[src/timer_map.svh]
// Field positions, reset values and fixed figures of the timer block
`ifndef TIMER_MAP_SVH
`define TIMER_MAP_SVH

// ==========================================================
// Start register layout
`define PWM_RUN_BIT       0
`define MEAS_RUN_LSB      5
`define MEAS_RUN_MSB      7
`define MEAS_COUNT        6
`define START_RST         8'h00
`define SECOND_START_MASK 8'he0

// ==========================================================
// Reset values and fixed counter values
`define MODE_RST          8'h00
`define CNT_RST           16'h0000
`define CNT_ONE           16'h0001
`define CNT_ALL_ONES      16'hffff
`define PWM_PERIOD_TOP    16'hffff

`endif

[src/timer_pkg.sv]
// Types shared by the timer block files
package timer_pkg;

  // ==========================================================
  // Operating mode field; OP_SPECIAL does not count on the PWM timer and is
  // pulse period/width measurement on the measurement timers
  typedef enum logic [1:0] {OP_TIMER, OP_EVENT, OP_SPECIAL, OP_PWM} op_mode_t;

  // ==========================================================
  // Mode register image, bit 7 down to bit 0
  typedef struct packed {
    logic [1:0] count_src_sel;
    logic       overflow_flag;
    logic       option_bit_two;
    logic       option_bit_one;
    logic       option_bit_zero;
    op_mode_t   op_mode_sel;
  } mode_reg_t;

  // ==========================================================
  // Counter register write
  typedef struct packed {
    logic        wr;
    logic [15:0] data;
  } cnt_write_t;

endpackage

[src/meas_timer.sv]
// One measurement-group timer: timer, event counter and pulse measurement
`timescale 1ns/10ps
`include "timer_map.svh"

module meas_timer
  import timer_pkg::*;
(
  // Clock and reset
  input  wire logic        clock,
  input  wire logic        rst_n,
  // Control from start register and sources
  input  wire logic        run,
  input  wire logic [3:0]  src_tick,
  input  wire logic        pin_in,
  // Register writes
  input  wire logic        mode_wr,
  input  wire mode_reg_t   mode_wdata,
  input  wire logic        cnt_wr,
  input  wire logic [15:0] cnt_wdata,
  input  wire logic        irq_clr,
  // Read back and request
  output mode_reg_t        mode_rdata,
  output logic [15:0]      cnt_rdata,
  output logic             irq_flag
);

  mode_reg_t   mode_q;
  logic [15:0] cnt_q;
  logic [15:0] reload_q;
  logic [15:0] rdata_q;
  logic        ovf_q;
  logic        ovf_age_q;
  logic        first_q;
  logic        pin_q;
  logic        run_q;
  logic        irq_q;

  // ==========================================================
  // Decode of mode, source and edges
  wire logic tick     = src_tick[mode_q.count_src_sel];
  wire logic is_timer = (mode_q.op_mode_sel == OP_TIMER);
  wire logic is_event = (mode_q.op_mode_sel == OP_EVENT);
  wire logic is_meas  = (mode_q.op_mode_sel == OP_SPECIAL);
  wire logic rise     = pin_in & ~pin_q;
  wire logic fall     = ~pin_in & pin_q;
  wire logic start    = run & ~run_q;
  // Width mode takes both edges, so high and low widths alternate unlabelled
  wire logic meas_edge = mode_q.option_bit_one ? (rise | fall) :
                         (mode_q.option_bit_zero ? rise : fall);
  wire logic evt_edge  = mode_q.option_bit_zero ? rise : fall;

  // ==========================================================
  // Counting events
  wire logic dec_ev    = run & ((is_timer & tick) | (is_event & evt_edge));
  wire logic underflow = dec_ev & (cnt_q == `CNT_RST);
  wire logic edge_ev   = run & is_meas & meas_edge;
  // Counter starts undefined, so overflow may come before the first edge
  wire logic ovf_ev    = run & is_meas & tick & (cnt_q == `CNT_ALL_ONES);
  // Clear only from a running write after a tick has aged the flag
  wire logic ovf_clr   = mode_wr & run & ovf_q & ovf_age_q;
  wire logic irq_set   = underflow | (edge_ev & ~first_q) | ovf_ev;

  // ==========================================================
  // Next values
  wire logic [15:0] cnt_d =
    (cnt_wr & ~run)      ? cnt_wdata :
    underflow            ? reload_q :
    dec_ev               ? cnt_q - `CNT_ONE :
    edge_ev              ? `CNT_RST :
    (run & is_meas & tick) ? cnt_q + `CNT_ONE :
                           cnt_q;
  // First edge copies the undefined count without a request
  wire logic [15:0] reload_d =
    (cnt_wr & ~(run & is_meas)) ? cnt_wdata :
    edge_ev                     ? cnt_q :
                                  reload_q;
  // Reads never disturb the counter; a reload cycle reads all ones
  wire logic [15:0] rdata_d =
    underflow ? `CNT_ALL_ONES :
    is_meas   ? reload_q :
                cnt_q;
  wire logic ovf_d   = ovf_ev | (ovf_q & ~ovf_clr);
  wire logic age_d   = ovf_ev ? 1'b0 : ((ovf_q & tick) | ovf_age_q);
  wire logic first_d = start | (first_q & ~edge_ev);
  wire logic irq_d   = irq_set | (irq_q & ~irq_clr);

  // ==========================================================
  // State registers; mode writes while running only clear overflow
  always_ff @(posedge clock)
  begin
    if (!rst_n)
    begin
      mode_q    <= `MODE_RST;
      cnt_q     <= `CNT_RST;
      reload_q  <= `CNT_RST;
      rdata_q   <= `CNT_RST;
      ovf_q     <= 1'b0;
      ovf_age_q <= 1'b0;
      first_q   <= 1'b0;
      pin_q     <= 1'b0;
      run_q     <= 1'b0;
      irq_q     <= 1'b0;
    end
    else
    begin
      mode_q    <= (mode_wr & ~run) ? mode_wdata : mode_q;
      cnt_q     <= cnt_d;
      reload_q  <= reload_d;
      rdata_q   <= rdata_d;
      ovf_q     <= ovf_d;
      ovf_age_q <= age_d;
      first_q   <= first_d;
      pin_q     <= pin_in;
      run_q     <= run;
      irq_q     <= irq_d;
    end
  end

  // ==========================================================
  // Outputs; overflow bit is status, not the stored write value
  always_comb
  begin
    mode_rdata = mode_q;
    mode_rdata.overflow_flag = ovf_q;
  end
  assign cnt_rdata = rdata_q;
  assign irq_flag  = irq_q;
endmodule

[src/timer_pwm_and_pulse_measure.sv]
// PWM timer and measurement timer group with their start registers
`timescale 1ns/10ps
`include "timer_map.svh"

module timer_pwm_and_pulse_measure
  import timer_pkg::*;
#(
  parameter logic [15:0] PWM_PERIOD_TOP = `PWM_PERIOD_TOP
)
(
  // Clock and reset
  input  wire logic                          clock,
  input  wire logic                          rst_n,
  // Count sources, one enable pulse per selectable source
  input  wire logic [3:0]                    src_tick,
  // Start registers
  input  wire logic                          shared_start_wr,
  input  wire logic [7:0]                    shared_start_wdata,
  input  wire logic                          second_start_wr,
  input  wire logic [7:0]                    second_start_wdata,
  output logic [7:0]                         shared_start_rdata,
  output logic [7:0]                         second_start_rdata,
  // PWM timer registers
  input  wire logic                          pwm_mode_wr,
  input  wire mode_reg_t                     pwm_mode_wdata,
  input  wire cnt_write_t                    pwm_cnt_write,
  input  wire logic                          pwm_irq_clr,
  output mode_reg_t                          pwm_timer_mode_rdata,
  output logic [15:0]                        pwm_timer_counter_rdata,
  output logic                               pwm_int_request_flag,
  // PWM timer pins
  input  wire logic                          pwm_event_in,
  output logic                               pwm_output_pin,
  // Measurement timer registers
  input  wire logic [`MEAS_COUNT-1:0]        meas_mode_wr,
  input  wire mode_reg_t                     meas_mode_wdata,
  input  wire logic [`MEAS_COUNT-1:0]        meas_cnt_wr,
  input  wire logic [15:0]                   meas_cnt_wdata,
  input  wire logic [`MEAS_COUNT-1:0]        meas_irq_clr,
  output mode_reg_t [`MEAS_COUNT-1:0]        meas_timer_mode_rdata,
  output logic [`MEAS_COUNT-1:0][15:0]       meas_timer_counter_rdata,
  output logic [`MEAS_COUNT-1:0]             meas_int_request_flag,
  // Measurement timer pins
  input  wire logic [`MEAS_COUNT-1:0]        meas_pin_in
);

  logic [7:0]  shared_q;
  logic [7:0]  second_q;
  mode_reg_t   pwm_mode_q;
  logic [15:0] pwm_cnt_q;
  logic [15:0] pwm_reload_q;
  logic [15:0] pwm_rdata_q;
  logic        pwm_out_q;
  logic        pwm_irq_q;
  logic        pwm_run_q;
  logic        pwm_ev_q;

  // ==========================================================
  // Run bits
  wire logic pwm_run = shared_q[`PWM_RUN_BIT];
  // Measurement timers 0-2 sit in the shared register, 3-5 in the second
  wire logic [`MEAS_COUNT-1:0] meas_run =
    {second_q[`MEAS_RUN_MSB:`MEAS_RUN_LSB], shared_q[`MEAS_RUN_MSB:`MEAS_RUN_LSB]};

  // ==========================================================
  // PWM timer decode
  wire logic pwm_tick  = src_tick[pwm_mode_q.count_src_sel];
  wire logic is_tmr    = (pwm_mode_q.op_mode_sel == OP_TIMER);
  wire logic is_evt    = (pwm_mode_q.op_mode_sel == OP_EVENT);
  wire logic is_pwm    = (pwm_mode_q.op_mode_sel == OP_PWM);
  wire logic pwm_start = pwm_run & ~pwm_run_q;
  wire logic pwm_stop  = ~pwm_run & pwm_run_q;
  wire logic evt_edge  = pwm_event_in & ~pwm_ev_q;

  // Nothing counts until the run bit is set; start cycle only loads the top, in PWM mode
  wire logic pwm_dec = pwm_run & ~pwm_start &
                       ((pwm_tick & (is_tmr | is_pwm)) | (is_evt & evt_edge));
  wire logic pwm_udf = pwm_dec & (pwm_cnt_q == `CNT_RST);

  // Mode writes are taken only while stopped, so a running timer cannot
  // be thrown into a half-configured mode
  wire logic pwm_mode_take  = pwm_mode_wr & ~pwm_run;
  // Reset mode is plain timer, so first PWM selection is covered too
  wire logic pwm_mode_entry = pwm_mode_take &
                              (pwm_mode_wdata.op_mode_sel == OP_PWM) & (is_tmr | is_evt);

  // ==========================================================
  // PWM counter: period counts down from the top; the width sits in reload
  wire logic [15:0] pwm_cnt_d =
    (pwm_cnt_write.wr & ~pwm_run) ? pwm_cnt_write.data :
    (pwm_start & is_pwm)          ? PWM_PERIOD_TOP :
    (pwm_udf & is_pwm)            ? PWM_PERIOD_TOP :
    pwm_udf                       ? pwm_reload_q :
    pwm_dec                       ? pwm_cnt_q - `CNT_ONE :
                                    pwm_cnt_q;
  wire logic [15:0] pwm_reload_d = pwm_cnt_write.wr ? pwm_cnt_write.data : pwm_reload_q;
  wire logic [15:0] elapsed_d    = PWM_PERIOD_TOP - pwm_cnt_d;

  // ==========================================================
  // PWM output: high for the first reload counts of each period.
  // Stop forces low; a pin already low simply stays low.
  wire logic pwm_out_d = pwm_run & is_pwm & (elapsed_d < pwm_reload_q);
  // Request on every falling output edge, including the one a stop makes
  wire logic pwm_fall  = pwm_out_q & ~pwm_out_d;
  wire logic pwm_set   = pwm_mode_entry | pwm_fall | (pwm_udf & ~is_pwm);
  // Set wins over a clear arriving in the same cycle
  wire logic pwm_irq_d = pwm_set | (pwm_irq_q & ~pwm_irq_clr);

  // Read back: all ones in a reload cycle outside PWM mode, else the live count
  wire logic [15:0] pwm_rdata_d = (pwm_udf & ~is_pwm) ? `CNT_ALL_ONES : pwm_cnt_q;

  // ==========================================================
  // Start registers; unused bits of the second one read as zero
  always_ff @(posedge clock)
  begin
    if (!rst_n)
    begin
      shared_q <= `START_RST;
      second_q <= `START_RST;
    end
    else
    begin
      shared_q <= shared_start_wr ? shared_start_wdata : shared_q;
      second_q <= second_start_wr ? (second_start_wdata & `SECOND_START_MASK) : second_q;
    end
  end

  // ==========================================================
  // PWM timer registers
  always_ff @(posedge clock)
  begin
    if (!rst_n)
    begin
      pwm_mode_q   <= `MODE_RST;
      pwm_cnt_q    <= `CNT_RST;
      pwm_reload_q <= `CNT_RST;
      pwm_rdata_q  <= `CNT_RST;
      pwm_out_q    <= 1'b0;
      pwm_irq_q    <= 1'b0;
      pwm_run_q    <= 1'b0;
      pwm_ev_q     <= 1'b0;
    end
    else
    begin
      pwm_mode_q   <= pwm_mode_take ? pwm_mode_wdata : pwm_mode_q;
      pwm_cnt_q    <= pwm_cnt_d;
      pwm_reload_q <= pwm_reload_d;
      pwm_rdata_q  <= pwm_rdata_d;
      pwm_out_q    <= pwm_out_d;
      pwm_irq_q    <= pwm_irq_d;
      pwm_run_q    <= pwm_run;
      pwm_ev_q     <= pwm_event_in;
    end
  end

  // ==========================================================
  // Outputs
  assign shared_start_rdata      = shared_q;
  assign second_start_rdata      = second_q;
  assign pwm_timer_mode_rdata    = pwm_mode_q;
  assign pwm_timer_counter_rdata = pwm_rdata_q;
  assign pwm_int_request_flag    = pwm_irq_q;
  assign pwm_output_pin          = pwm_out_q;

  // ==========================================================
  // Measurement timer group
  for (genvar i = 0; i < `MEAS_COUNT; i++)
  begin : g_meas
    meas_timer u_meas (
      .clock      (clock),
      .rst_n      (rst_n),
      .run        (meas_run[i]),
      .src_tick   (src_tick),
      .pin_in     (meas_pin_in[i]),
      .mode_wr    (meas_mode_wr[i]),
      .mode_wdata (meas_mode_wdata),
      .cnt_wr     (meas_cnt_wr[i]),
      .cnt_wdata  (meas_cnt_wdata),
      .irq_clr    (meas_irq_clr[i]),
      .mode_rdata (meas_timer_mode_rdata[i]),
      .cnt_rdata  (meas_timer_counter_rdata[i]),
      .irq_flag   (meas_int_request_flag[i])
    );
  end
endmodule

[config.mk]
export PLATFORM = sky130hd
export DESIGN_NAME = timer_pwm_and_pulse_measure
export DESIGN_NICKNAME = d
export VERILOG_FILES = /design/src/timer_pkg.sv /design/src/meas_timer.sv /design/src/timer_pwm_and_pulse_measure.sv
export VERILOG_INCLUDE_DIRS = /design/src
export SDC_FILE = /design/constraint.sdc
export NUM_CORES = 1
export LEC_CHECK = 0
export CORE_UTILIZATION = 36
export CTS_CLUSTER_SIZE = 24
export DETAILED_ROUTE_END_ITERATION = 16
export DONT_BUFFER_PORTS = 1
export GPL_TIMING_DRIVEN = 1
export PLACE_DENSITY_LB_ADDON = 0.05
export SLEW_MARGIN = 30
export SYNTH_ARGS = -nofsm -noshare
export SYNTH_HDL_FRONTEND = slang
export SYNTH_SLANG_ARGS = --single-unit
[constraint.sdc]
create_clock -name clock -period 4.2 [get_ports clock]
set_clock_uncertainty 0.05 [all_clocks]
set_input_delay 0.84 -clock clock [delete_from_list [all_inputs] [get_ports clock]]
set_output_delay 0.84 -clock clock [all_outputs]
set_load 0.02 [all_outputs]
==> metrics.md, run 1 <==
| Metric | Value |
|---|---|
| Ratio of cells with drive above 1 in the final layout | 0.0936 |
| Drt first-iter violations | 1786 |
| Peak supply drop | 0.288 mV |
| Period utilisation layout | 0.906 |
| Crit path max-delay family | compound AO/OA/AOI/OAI gates |
| Critical setup path kind | reg -> reg |
| First-pass DRT Iterations | 5 |
| Yosys reg bits | 437 |
| CP Max Fanout | 3 |
| Worst-Skew Late Latency | 0.62 ns |
| Worst slew pin tran | 0.869 ns |
| CTS Buf Count | 52 |
| Die span in y | 262 um |
| Overflow after GRT | 0 |
| Vias in the first global route | 21.8k |
| Post-DP HPWL | 61800 um |
| Row count | 94 |
| CTS Buffer Depth | 3 |
| Power density over the cells | 446 nW/um2 |
| Leak Pwr | 9.63 nW |
| Slew margin rel. | 0.420 |
| Gp weighted congestion | 0.936 |
| Max Clk Rate | 263 MHz |
| Remaining DRCs | 0 |
| Port bufs | 0 |
| Post-CTS setup buffers | 0 |
| Via/cell ratio | 5.99 |
| Number of synthesized flops with an enable pin | 0 |
| Post-Synthesis Cells | 3092 |
| Routed Wire Length | 92200 um |
| Hold Path Class | in -> reg |
| Die Footprint | 68500 um2 |
| Final-report max-slew violation count | 0 |
| Crit-path cells | mux4_2 > a2bb2oi_1 > nor2_1 > nand2_1 > nor4_1 > xnor2_1 > a21o_1 > ha_1 > a21o_1 > a21o_1 > a21oi_1 > nand3_1 > or4_1 > a311oi_1 |
| Largest net degree at the start of global routing | 109 |
| Number of max-cap violations | 0 |
| Synth Area per Inst | 7.85 um2 |
| Layout fillers | 6701 |
| Global-route wire length before repair | 138000 um |
| H-tree depth | 2 |
| Ys flop type | dfxtp_1 |
| Root buf cell | clkbuf_16 |
| Synth unique cells | 99 |
| Wirelength per Cell | 24.1 um |
| Required time of the worst setup path | 4.67 ns |
| Total track usage | 0.262 |
| CP peak stage delay | 0.50 ns |
| Clk sinks | 437 |
| Area delta synth->final | 10.4% |
| Initial Utilization | 0.367 |
| # diodes | 0 |
| Nets | 3060 |
| Initial antenna violation count | 3 |
| Post-synthesis sequential area ratio | 0.360 |
| Synth warn | 0 |
| Hold-fix buffers, CTS | 0 |
| Post-Place Worst Slack | 0.0476 ns |
| CP arrival | 4.28 ns |
| Unrepaired setup endpoints after global routing | false |
| CTS tree | yes |
| Status | completed |
| Crit-path most repeated cell | a21o_1 |
| Ports | 292 |
| Setup WS post-layout | 0.396 ns |
| Resize count post-CTS | 0 |
| Worst setup EP type | flop |
| Min Tclk post-route | 3.80 ns |
| Startpoint type of the worst setup path | flop |
| Post-Syn Area | 24300 um2 |
| Setup total negative slack | 0 ns |
| Die X | 262 um |
| Ys async rst share | 0 |
| CP max-delay cell | dfxtp_1 |
| Routed Antenna Nets | 0 |
| Final setup fails | 0 |
| Buf/Inv on CP | 0 |
| Clk slew on worst S/H paths | 0.06 ns |
| Fin. Hold Viols | 0 |
| Core footprint | 66200 um2 |
| DR vias | 22.9k |
## power by group
group | switching (mW) | internal (mW) | leakage [nW]
registers | 0.558 | 4.45 | 3.60
logic | 1.06 | 0.698 | 5.08
clock network | 1.98 | 3.19 | 0.945
## final cells by class
type                    instances  area, um2  area share
multi-input cells            2262      14000       0.522
flip-flops and latches        437       8750       0.327
clock buffers                  63       1440      0.0536
well taps                     864       1080      0.0403
repair buffers                 96        746      0.0278
clock inverters                35        538      0.0201
inverters                      67        259     0.00967
## Yosys cell counts (12+ instances only)
library cell  number  area share
nand2_1          376       0.058
a21oi_1          275       0.057
nand2b_1          29      0.0075
a211oi_1          25      0.0077
clkbuf_1         246       0.038
o21ai_1           19      0.0039
or4_1             17      0.0053
buf_2             42      0.0087
o2111ai_1         14      0.0051
o22ai_1           31      0.0080
nand3_1           89       0.018
nor2b_1           28      0.0072
dfxtp_1          437        0.36
xor2_1            19      0.0069
o211ai_1          43       0.013
a221oi_1          19      0.0069
and3_1            25      0.0064
nand4_1           31      0.0080
nor2_1           365       0.056
inv_1             66       0.010
mux2i_1          157       0.065
or3_1             20      0.0052
xnor2_1           20      0.0072
ha_1              44       0.023
nor4_1            31      0.0080
nor3_1            72       0.015
o21ai_0          110       0.023
a311oi_1         107       0.039
o221ai_1          45       0.016
a31oi_1           29      0.0075
a22oi_1           12      0.0037
buf_4             24      0.0074
buf_1             14      0.0022
## final timing paths
kind | startpoint | to | slack (ns) | cells past startpoint
worst min register to register | g_meas[5].u_meas.first_q | g_meas[5].u_meas.first_q | 0.44 | 2
worst max register to register | pwm_timer_mode_rdata[7] | pwm_output_pin | 0.40 | 14
worst max-delay path | pwm_timer_mode_rdata[7] | pwm_output_pin | 0.40 | 14
worst min-delay path | pwm_event_in | pwm_ev_q | 0.30 | 1
## cells in the final DEF, fill, tap and decap left out, types with 25 or more instances in the layout
master | Yosys | routed
nor3_1 | 72 | 72
a211oi_1 | 25 | 25
nor4_1 | 31 | 28
nand4_1 | 31 | 31
a311oi_1 | 107 | 107
a31oi_1 | 29 | 29
buf_4 | 24 | 94
and3_1 | 25 | 25
a21oi_1 | 275 | 275
inv_1 | 66 | 66
mux2i_1 | 157 | 157
o22ai_1 | 31 | 31
dfxtp_1 | 437 | 437
nor2_1 | 365 | 363
clkbuf_16 | 0 | 54
ha_1 | 44 | 44
o21ai_0 | 110 | 110
o211ai_1 | 43 | 43
nand2b_1 | 29 | 29
nand3_1 | 89 | 89
o221ai_1 | 45 | 45
nand2_1 | 376 | 370
## state kept, by name, summed over array words and instances, names as in the netlist
signal,count
shared_start_rdata,8
g_meas.u_meas.run_q,6
g_meas.u_meas.first_q,6
g_meas.u_meas.reload_q,96
g_meas.u_meas.cnt_q,96
pwm_timer_mode_rdata,8
second_start_rdata,3
g_meas.u_meas.pin_q,6
pwm_run_q,1
pwm_int_request_flag,1
pwm_cnt_q,16
pwm_reload_q,16
g_meas.u_meas.irq_flag,6
g_meas.u_meas.ovf_age_q,6
g_meas.u_meas.cnt_rdata,96
pwm_ev_q,1
g_meas.u_meas.ovf_q,6
pwm_timer_counter_rdata,16
pwm_output_pin,1
g_meas.u_meas.mode_rdata,42
## cell families (layout without fill, tap and decap cells)
kind of cell	after synthesis	after routing	share of synthesized area
AOI/OAI and AO/OA	855	855	0.237
and+or+nand+nor	1139	1139	0.217
DFF	437	437	0.360
adders and majority gates	44	44	0.0227
buffers and inverters	397	261	0.0680
xor gates and xnor gates	39	39	0.0141
muxes	180	180	0.0801
other	1	5	0.000155
## stage by stage
| step | hold WS (ns) | util | area [um2] | instances | total power [mW] |
|---|---|---|---|---|---|
| after floorplan | 0.403 | - | 24300 | 3096 | 6.33 |
| after global placement | 0.415 | 0.374 | 24800 | 3726 | 6.81 |
| after detailed placement | 0.430 | 0.375 | 24800 | 3726 | 6.83 |
| after CTS | 0.264 | 0.405 | 26800 | 3824 | 12.1 |
| after global routing | 0.273 | 0.405 | 26800 | 3824 | 12.5 |
| final | 0.297 | 0.405 | 26800 | 3824 | 11.9 |
## metal layers
layer / vias to the layer above / share of wire / global-route usage
met1: 11137 / 0.45 / 0.359
li1: 10853 / - / -
met3: 135 / 0.078 / 0.0626
met5: - / 0.00014 / 0
met4: 2 / 0.036 / 0.0954
met2: 784 / 0.43 / 0.397
Power figures use the tool's default switching activity.
==> inputs of run 2 (changes only) <==
- clock period: 4.2 -> 3 ns (I/O delays scaled with it)
==> metrics.md, run 2 (synthesized netlist as in run 1, its figures left out) <==
| Metric | Value |
|---|---|
| DR vias | 23.9k (+4.2%) |
| Reg2reg start | pwm_timer_mode_rdata[6] |
| Startpoint type of the worst setup path | flop |
| Hold Path Class | in -> reg |
| Commonest cells after routing, fill and taps aside | dfxtp_1, nand2_1, nor2_1 |
| Initial antenna violation count | 4 (+1) |
| Area delta synth->final | 17.0% |
| Wirelength per Cell | 24.1 um (about the same) |
| Slew margin rel. | 0.409 (-0.0106) |
| Global-route wire length before repair | 146000 um (+5.4%) |
| Peak supply drop | 0.420 mV (+46%) |
| Setup WS post-layout | -0.285 ns (-0.681 ns) |
| Gp weighted congestion | 0.933 (-0.30%) |
| # diodes | 0 (unchanged) |
| Placed cell areas | 26200 um2 (+5.5%) |
| Hold Crit Depth | 1 (unchanged) |
| CTS Buf Count | 52 (unchanged) |
| Post-Layout Cell Count | 4010 (+4.9%) |
| CP arrival | 3.76 ns (-0.52 ns) |
| Post-DP HPWL | 67900 um (+9.8%) |
| CTS Buffer Depth | 3 (unchanged) |
| CP Max Fanout | 3 (unchanged) |
| Core footprint | 66200 um2 (unchanged) |
| Unrepaired setup endpoints after global routing | true |
| Ports | 292 (unchanged) |
| First-pass DRT Iterations | 6 (+1) |
| Register area | 8750 um2 (about the same) |
| Worst setup EP type | flop |
| Clk slew on worst S/H paths | 0.06 ns (about the same) |
| R2r setup slk | -0.29 ns (-0.68 ns) |
| Commonest non-fill, non-tap cell in the layout | dfxtp_1 |
| Worst slew pin tran | 0.886 ns (+0.0177 ns) |
| Worst-Skew Late Latency | 0.60 ns (-0.02 ns) |
| Largest net degree at the start of global routing | 116 (+6.4%) |
| Initial Utilization | 0.367 (unchanged) |
| Die Footprint | 68500 um2 (unchanged) |
| Power density over the cells | 592 nW/um2 (+33%) |
| Final-report max-slew violation count | 0 (unchanged) |
| Register-to-Register Path Depth | 14 (unchanged) |
| Dpl cells | 3896 (+4.6%) |
| Remaining DRCs | 0 (unchanged) |
| GRT met1 Usage | 0.380 (+0.0211) |
| Hold Startpoint | pwm_event_in |
| Layout fillers | 6691 (-0.15%) |
| Leak Pwr | 10.6 nW (+11%) |
| Root buf cell | clkbuf_16 |
| Hold Crit Endpoint | pwm_ev_q |
| Row count | 94 (unchanged) |
| Die span in y | 262 um (unchanged) |
| Period utilisation layout | 1.10 (+0.189) |
| GRT met3 Usage | 0.0564 (-0.00617) |
| CTS tree | yes |
| Routed Antenna Nets | 0 (unchanged) |
| Multi-input logic area | 14200 um2 (+1.2%) |
| Port bufs | 0 (unchanged) |
| Via/cell ratio | 5.95 (-0.62%) |
| H-tree depth | 2 (unchanged) |
| Worst r2r dst | pwm_output_pin |
| Failing checks | negative setup slack |
| Final core occ | 0.429 (+0.0244) |
| Final instance area | 28400 um2 (+6.0%) |
| Clk sinks | 437 (unchanged) |
| Number of max-cap violations | 0 (unchanged) |
| Required time of the worst setup path | 3.47 ns (-1.20 ns) |
| Final setup fails | 2 (+2) |
| Busiest layer in global routing | met2 |
| Drt first-iter violations | 2081 (+17%) |
| Critical setup path kind | reg -> reg |
| PnR Total Power | 16.8 mW (+41%) |
| Min Tclk post-route | 3.29 ns (-0.519 ns) |
| Ratio of cells with drive above 1 in the final layout | 0.154 (+0.0599) |
| Fin. Hold Viols | 0 (unchanged) |
| Total track usage | 0.276 (+0.0137) |
| Vias in the first global route | 22.9k (+5.2%) |
| Nets | 3248 (+6.1%) |
| Die X | 262 um (unchanged) |
| Status | complete, but fails checks |
| Max Clk Rate | 304 MHz (+16%) |
| Met2 GRT Util | 0.432 (+0.0342) |
| Routed Wire Length | 96600 um (+4.8%) |
| Overflow after GRT | 0 (unchanged) |
run 2: changes by cell type in the layout (fill, tap and decap cells not counted), moves of 4 or more:
cell,change
clkbuf_8,+9
buf_4,+174
clkinv_4,-4
nand2_1,+4
clkinvlp_4,-4
nand2_2,-5
bufinv_16,-4
buf_6,+5
buf_12,+8
run 2: cell type report:
| class | instances | area share |
|---|---|---|
| clock buffers | 73 | 0.0543 |
| clock inverters | 23 | 0.0118 |
| inverters | 67 | 0.00912 |
| multi-input cells | 2262 | 0.498 |
| flip-flops and latches | 437 | 0.308 |
| well taps | 864 | 0.0381 |
| repair buffers | 284 | 0.0804 |
run 2: how the worst max path moves through the flow:
stage,from,endpoint,slack [ns],cells after the start
6_report,pwm_timer_mode_rdata[6],pwm_output_pin,-0.29,14
5_1_grt,pwm_cnt_q[11],pwm_output_pin,-0.46,12
4_1_cts,pwm_timer_mode_rdata[6],pwm_output_pin,-0.34,14
3_5_place_dp,src_tick[3],pwm_output_pin,-0.69,13
3_3_place_gp,src_tick[3],pwm_int_request_flag,-0.68,14
2_1_floorplan,src_tick[3],pwm_output_pin,-0.49,15
run 2: through the flow:
step           worst slack, ns  hold slack [ns]  TNS, ns
3_5_place_dp            -0.695            0.428    -1.39
6_report                -0.285           0.0670   -0.530
5_1_grt                 -0.460           0.0376   -0.900
2_1_floorplan           -0.493            0.403   -0.970
4_1_cts                 -0.341           0.0201   -0.628
3_3_place_gp            -0.679            0.422    -1.35
run 2: report_power, final:
part           switching (mW)  internal (mW)  total [mW]
Sequential              0.679           6.23        6.91
Combinational            1.72           1.24        2.95
Clock                    2.69           4.26        6.95
Total                    5.09           11.7        16.8
run 2: timing repair:
item | CTS | global route
resized for setup | 24 | 17
hold buffers | 0 | 0
setup buffers | 8 | 11
pin swaps | 8 | 14
setup endpoints to repair | 2 | 15
run 2: routing by layer:
metal	wire length, um	share of wire
met3	7020	0.073
met2	43100	0.45
met5	13	0.00013
met1	44000	0.46
met4	2500	0.026
run 2: critical path, cell delays in order, from the launching register on:
cell and delay [ns]:
dfxtp_2 0.34, mux4_2 0.63, a2bb2oi_4 0.23, nor2_4 0.07
nand2_2 0.07, nor4_2 0.04, xnor2_1 0.19, a21o_1 0.18
ha_4 0.20, a21o_1 0.15, a21o_1 0.16, a21oi_2 0.15
nand3_1 0.08, or4_4 0.44, a311oi_2 0.21
==> inputs of run 3 (changes only) <==
- CORE_UTILIZATION: 36 -> 60
- CTS_BUF_LIST: not set -> sky130_fd_sc_hd__clkbuf_8
==> metrics.md, run 3 (synthesized netlist as in run 1, its figures left out) <==
| Metric | Value |
|---|---|
| Status | complete, but fails checks |
| Failing checks | negative setup slack |
| Root buf cell | clkbuf_8 |
| Leak Pwr | 10.4 nW (-2.0%) |
| Routed Wire Length | 87100 um (-9.9%) |
| CTS tree | yes |
| Remaining DRCs | 0 (unchanged) |
| Post-Place Worst Slack | -0.584 ns (+0.110 ns) |
| Register-to-Register Path Depth | 13 (-1) |
| H-tree depth | 3 (+1) |
| First-pass DRT Iterations | 6 (unchanged) |
| Area delta synth->final | 13.0% |
| Max Clk Rate | 305 MHz (about the same) |
| Routed Antenna Nets | 0 (unchanged) |
| Core footprint | 39800 um2 (-40%) |
| Critical setup path kind | reg -> reg |
| Die span in y | 203 um (-22%) |
| Total track usage | 0.410 (+0.134) |
| Die Footprint | 41300 um2 (-40%) |
| WHS | 0.0263 ns (-0.0406 ns) |
| Ratio of cells with drive above 1 in the final layout | 0.148 (-0.00529) |
| Drt first-iter violations | 2647 (+27%) |
| Die X | 203 um (-22%) |
| CTS Buf Count | 73 (+40%) |
| Required time of the worst setup path | 3.49 ns (+0.02 ns) |
| Via/cell ratio | 6.70 (+13%) |
| Placed cell areas | 25600 um2 (-2.3%) |
| Worst setup EP type | flop |
| Row count | 73 (-22%) |
| Clk sinks | 437 (unchanged) |
| CP arrival | 3.78 ns (+0.02 ns) |
| Register area | 8750 um2 (about the same) |
| Final core occ | 0.689 (+0.260) |
| Setup total negative slack | -0.564 ns (-0.0347 ns) |
| Min Tclk post-route | 3.28 ns (-0.00271 ns) |
| Period utilisation layout | 1.09 (about the same) |
| Unrepaired setup endpoints after global routing | true |
| Final instance area | 27400 um2 (-3.4%) |
| Startpoint type of the worst setup path | flop |
| Commonest non-fill, non-tap cell in the layout | dfxtp_1 |
| Initial antenna violation count | 2 (-2) |
| R2r setup slk | -0.28 ns (about the same) |
| Hold Crit Depth | 1 (unchanged) |
| Worst-Skew Late Latency | 0.68 ns (+0.08 ns) |
| Peak supply drop | 0.513 mV (+22%) |
| Ports | 292 (unchanged) |
| Final-report max-slew violation count | 0 (unchanged) |
| Largest net degree at the start of global routing | 108 (-6.9%) |
| Overflow after GRT | 0 (unchanged) |
| Hold Path Class | in -> reg |
| Post-DP HPWL | 59500 um (-12%) |
| Clk slew on worst S/H paths | 0.07 ns (about the same) |
| Number of max-cap violations | 0 (unchanged) |
| Initial Utilization | 0.609 (+0.243) |
| Commonest cells after routing, fill and taps aside | dfxtp_1, nand2_1, nor2_1 |
| Fin. Hold Viols | 0 (unchanged) |
| Multi-input logic area | 14200 um2 (about the same) |
| CTS Buffer Depth | 3 (unchanged) |
| Layout fillers | 3374 (-50%) |
| # diodes | 0 (unchanged) |
| Power density over the cells | 559 nW/um2 (-5.5%) |
| Gp weighted congestion | 1.02 (+9.1%) |
| Worst slew pin tran | 0.817 ns (-0.0697 ns) |
| DR vias | 24.7k (+3.4%) |
| Port bufs | 0 (unchanged) |
| Slew margin rel. | 0.454 (+0.0445) |
| Final setup fails | 2 (unchanged) |
| CP Max Fanout | 4 (+1) |
| Nets | 3247 (-0.031%) |
| Setup WS post-layout | -0.283 ns (+0.00271 ns) |
| Vias in the first global route | 23.0k (+0.44%) |
| Wirelength per Cell | 23.7 um (-1.8%) |
| Global-route wire length before repair | 133000 um (-8.8%) |
## run 3: worst paths after layout
path / startpoint / end
setup / recovery: pwm_cnt_q[13] / pwm_int_request_flag
hold / removal: rst_n / g_meas[2].u_meas.run_q
setup reg to reg: pwm_cnt_q[13] / pwm_int_request_flag
hold reg to reg: pwm_reload_q[2] / pwm_reload_q[2]
## run 3: final cells by class
cell class,count,area share
clock buffers,85,0.0426
flip-flops and latches,437,0.319
well taps,525,0.0239
repair buffers,262,0.0765
clock inverters,44,0.0125
multi-input cells,2262,0.516
inverters,67,0.00944
## run 3: power breakdown
part / internal (mW) / switching (mW)
Combinational: 1.20 / 1.65
Clock: 3.03 / 2.53
Sequential: 6.23 / 0.694
Total: 10.5 / 4.88
## run 3: stage by stage
stage	cells	total power [mW]
finish	3682	15.3
global route	3682	15.9
CTS	3681	15.3
detailed placement	3539	9.73
global placement	3539	9.66
floorplan	3096	8.87
## run 3: critical path: stages (launching register included)
cell,delay (ns)
dfxtp_2,0.32
or4_4,0.54
nand4b_4,0.26
nor3_4,0.19
nor2_1,0.06
buf_4,0.15
buf_4,0.14
a21o_1,0.15
ha_1,0.30
a211oi_2,0.29
nand3_2,0.09
or4_4,0.45
nand3_2,0.09
nand3_2,0.06
## run 3: layer usage
metal / wire [um] / part of all wire / track usage / vias to the layer above
li1: - / - / - / 11235
met1: 35000 / 0.40 / 0.535 / 11724
met2: 37800 / 0.43 / 0.615 / 1474
met3: 10500 / 0.12 / 0.133 / 249
met4: 3750 / 0.043 / 0.180 / 2
met5: 10 / 0.00011 / 0 / -
## run 3: repair_timing
| action | 4_1_cts | 5_1_grt |
|---|---|---|
| gates resized for setup | 27 | 12 |
| hold endpoints to repair | 11 | 0 |
| cloned | 0 | 0 |
| endpoints found under the setup margin | 2 | 4 |
| hold buffers | 10 | 0 |
| pin swaps | 8 | 4 |
| setup buffers | 3 | 1 |
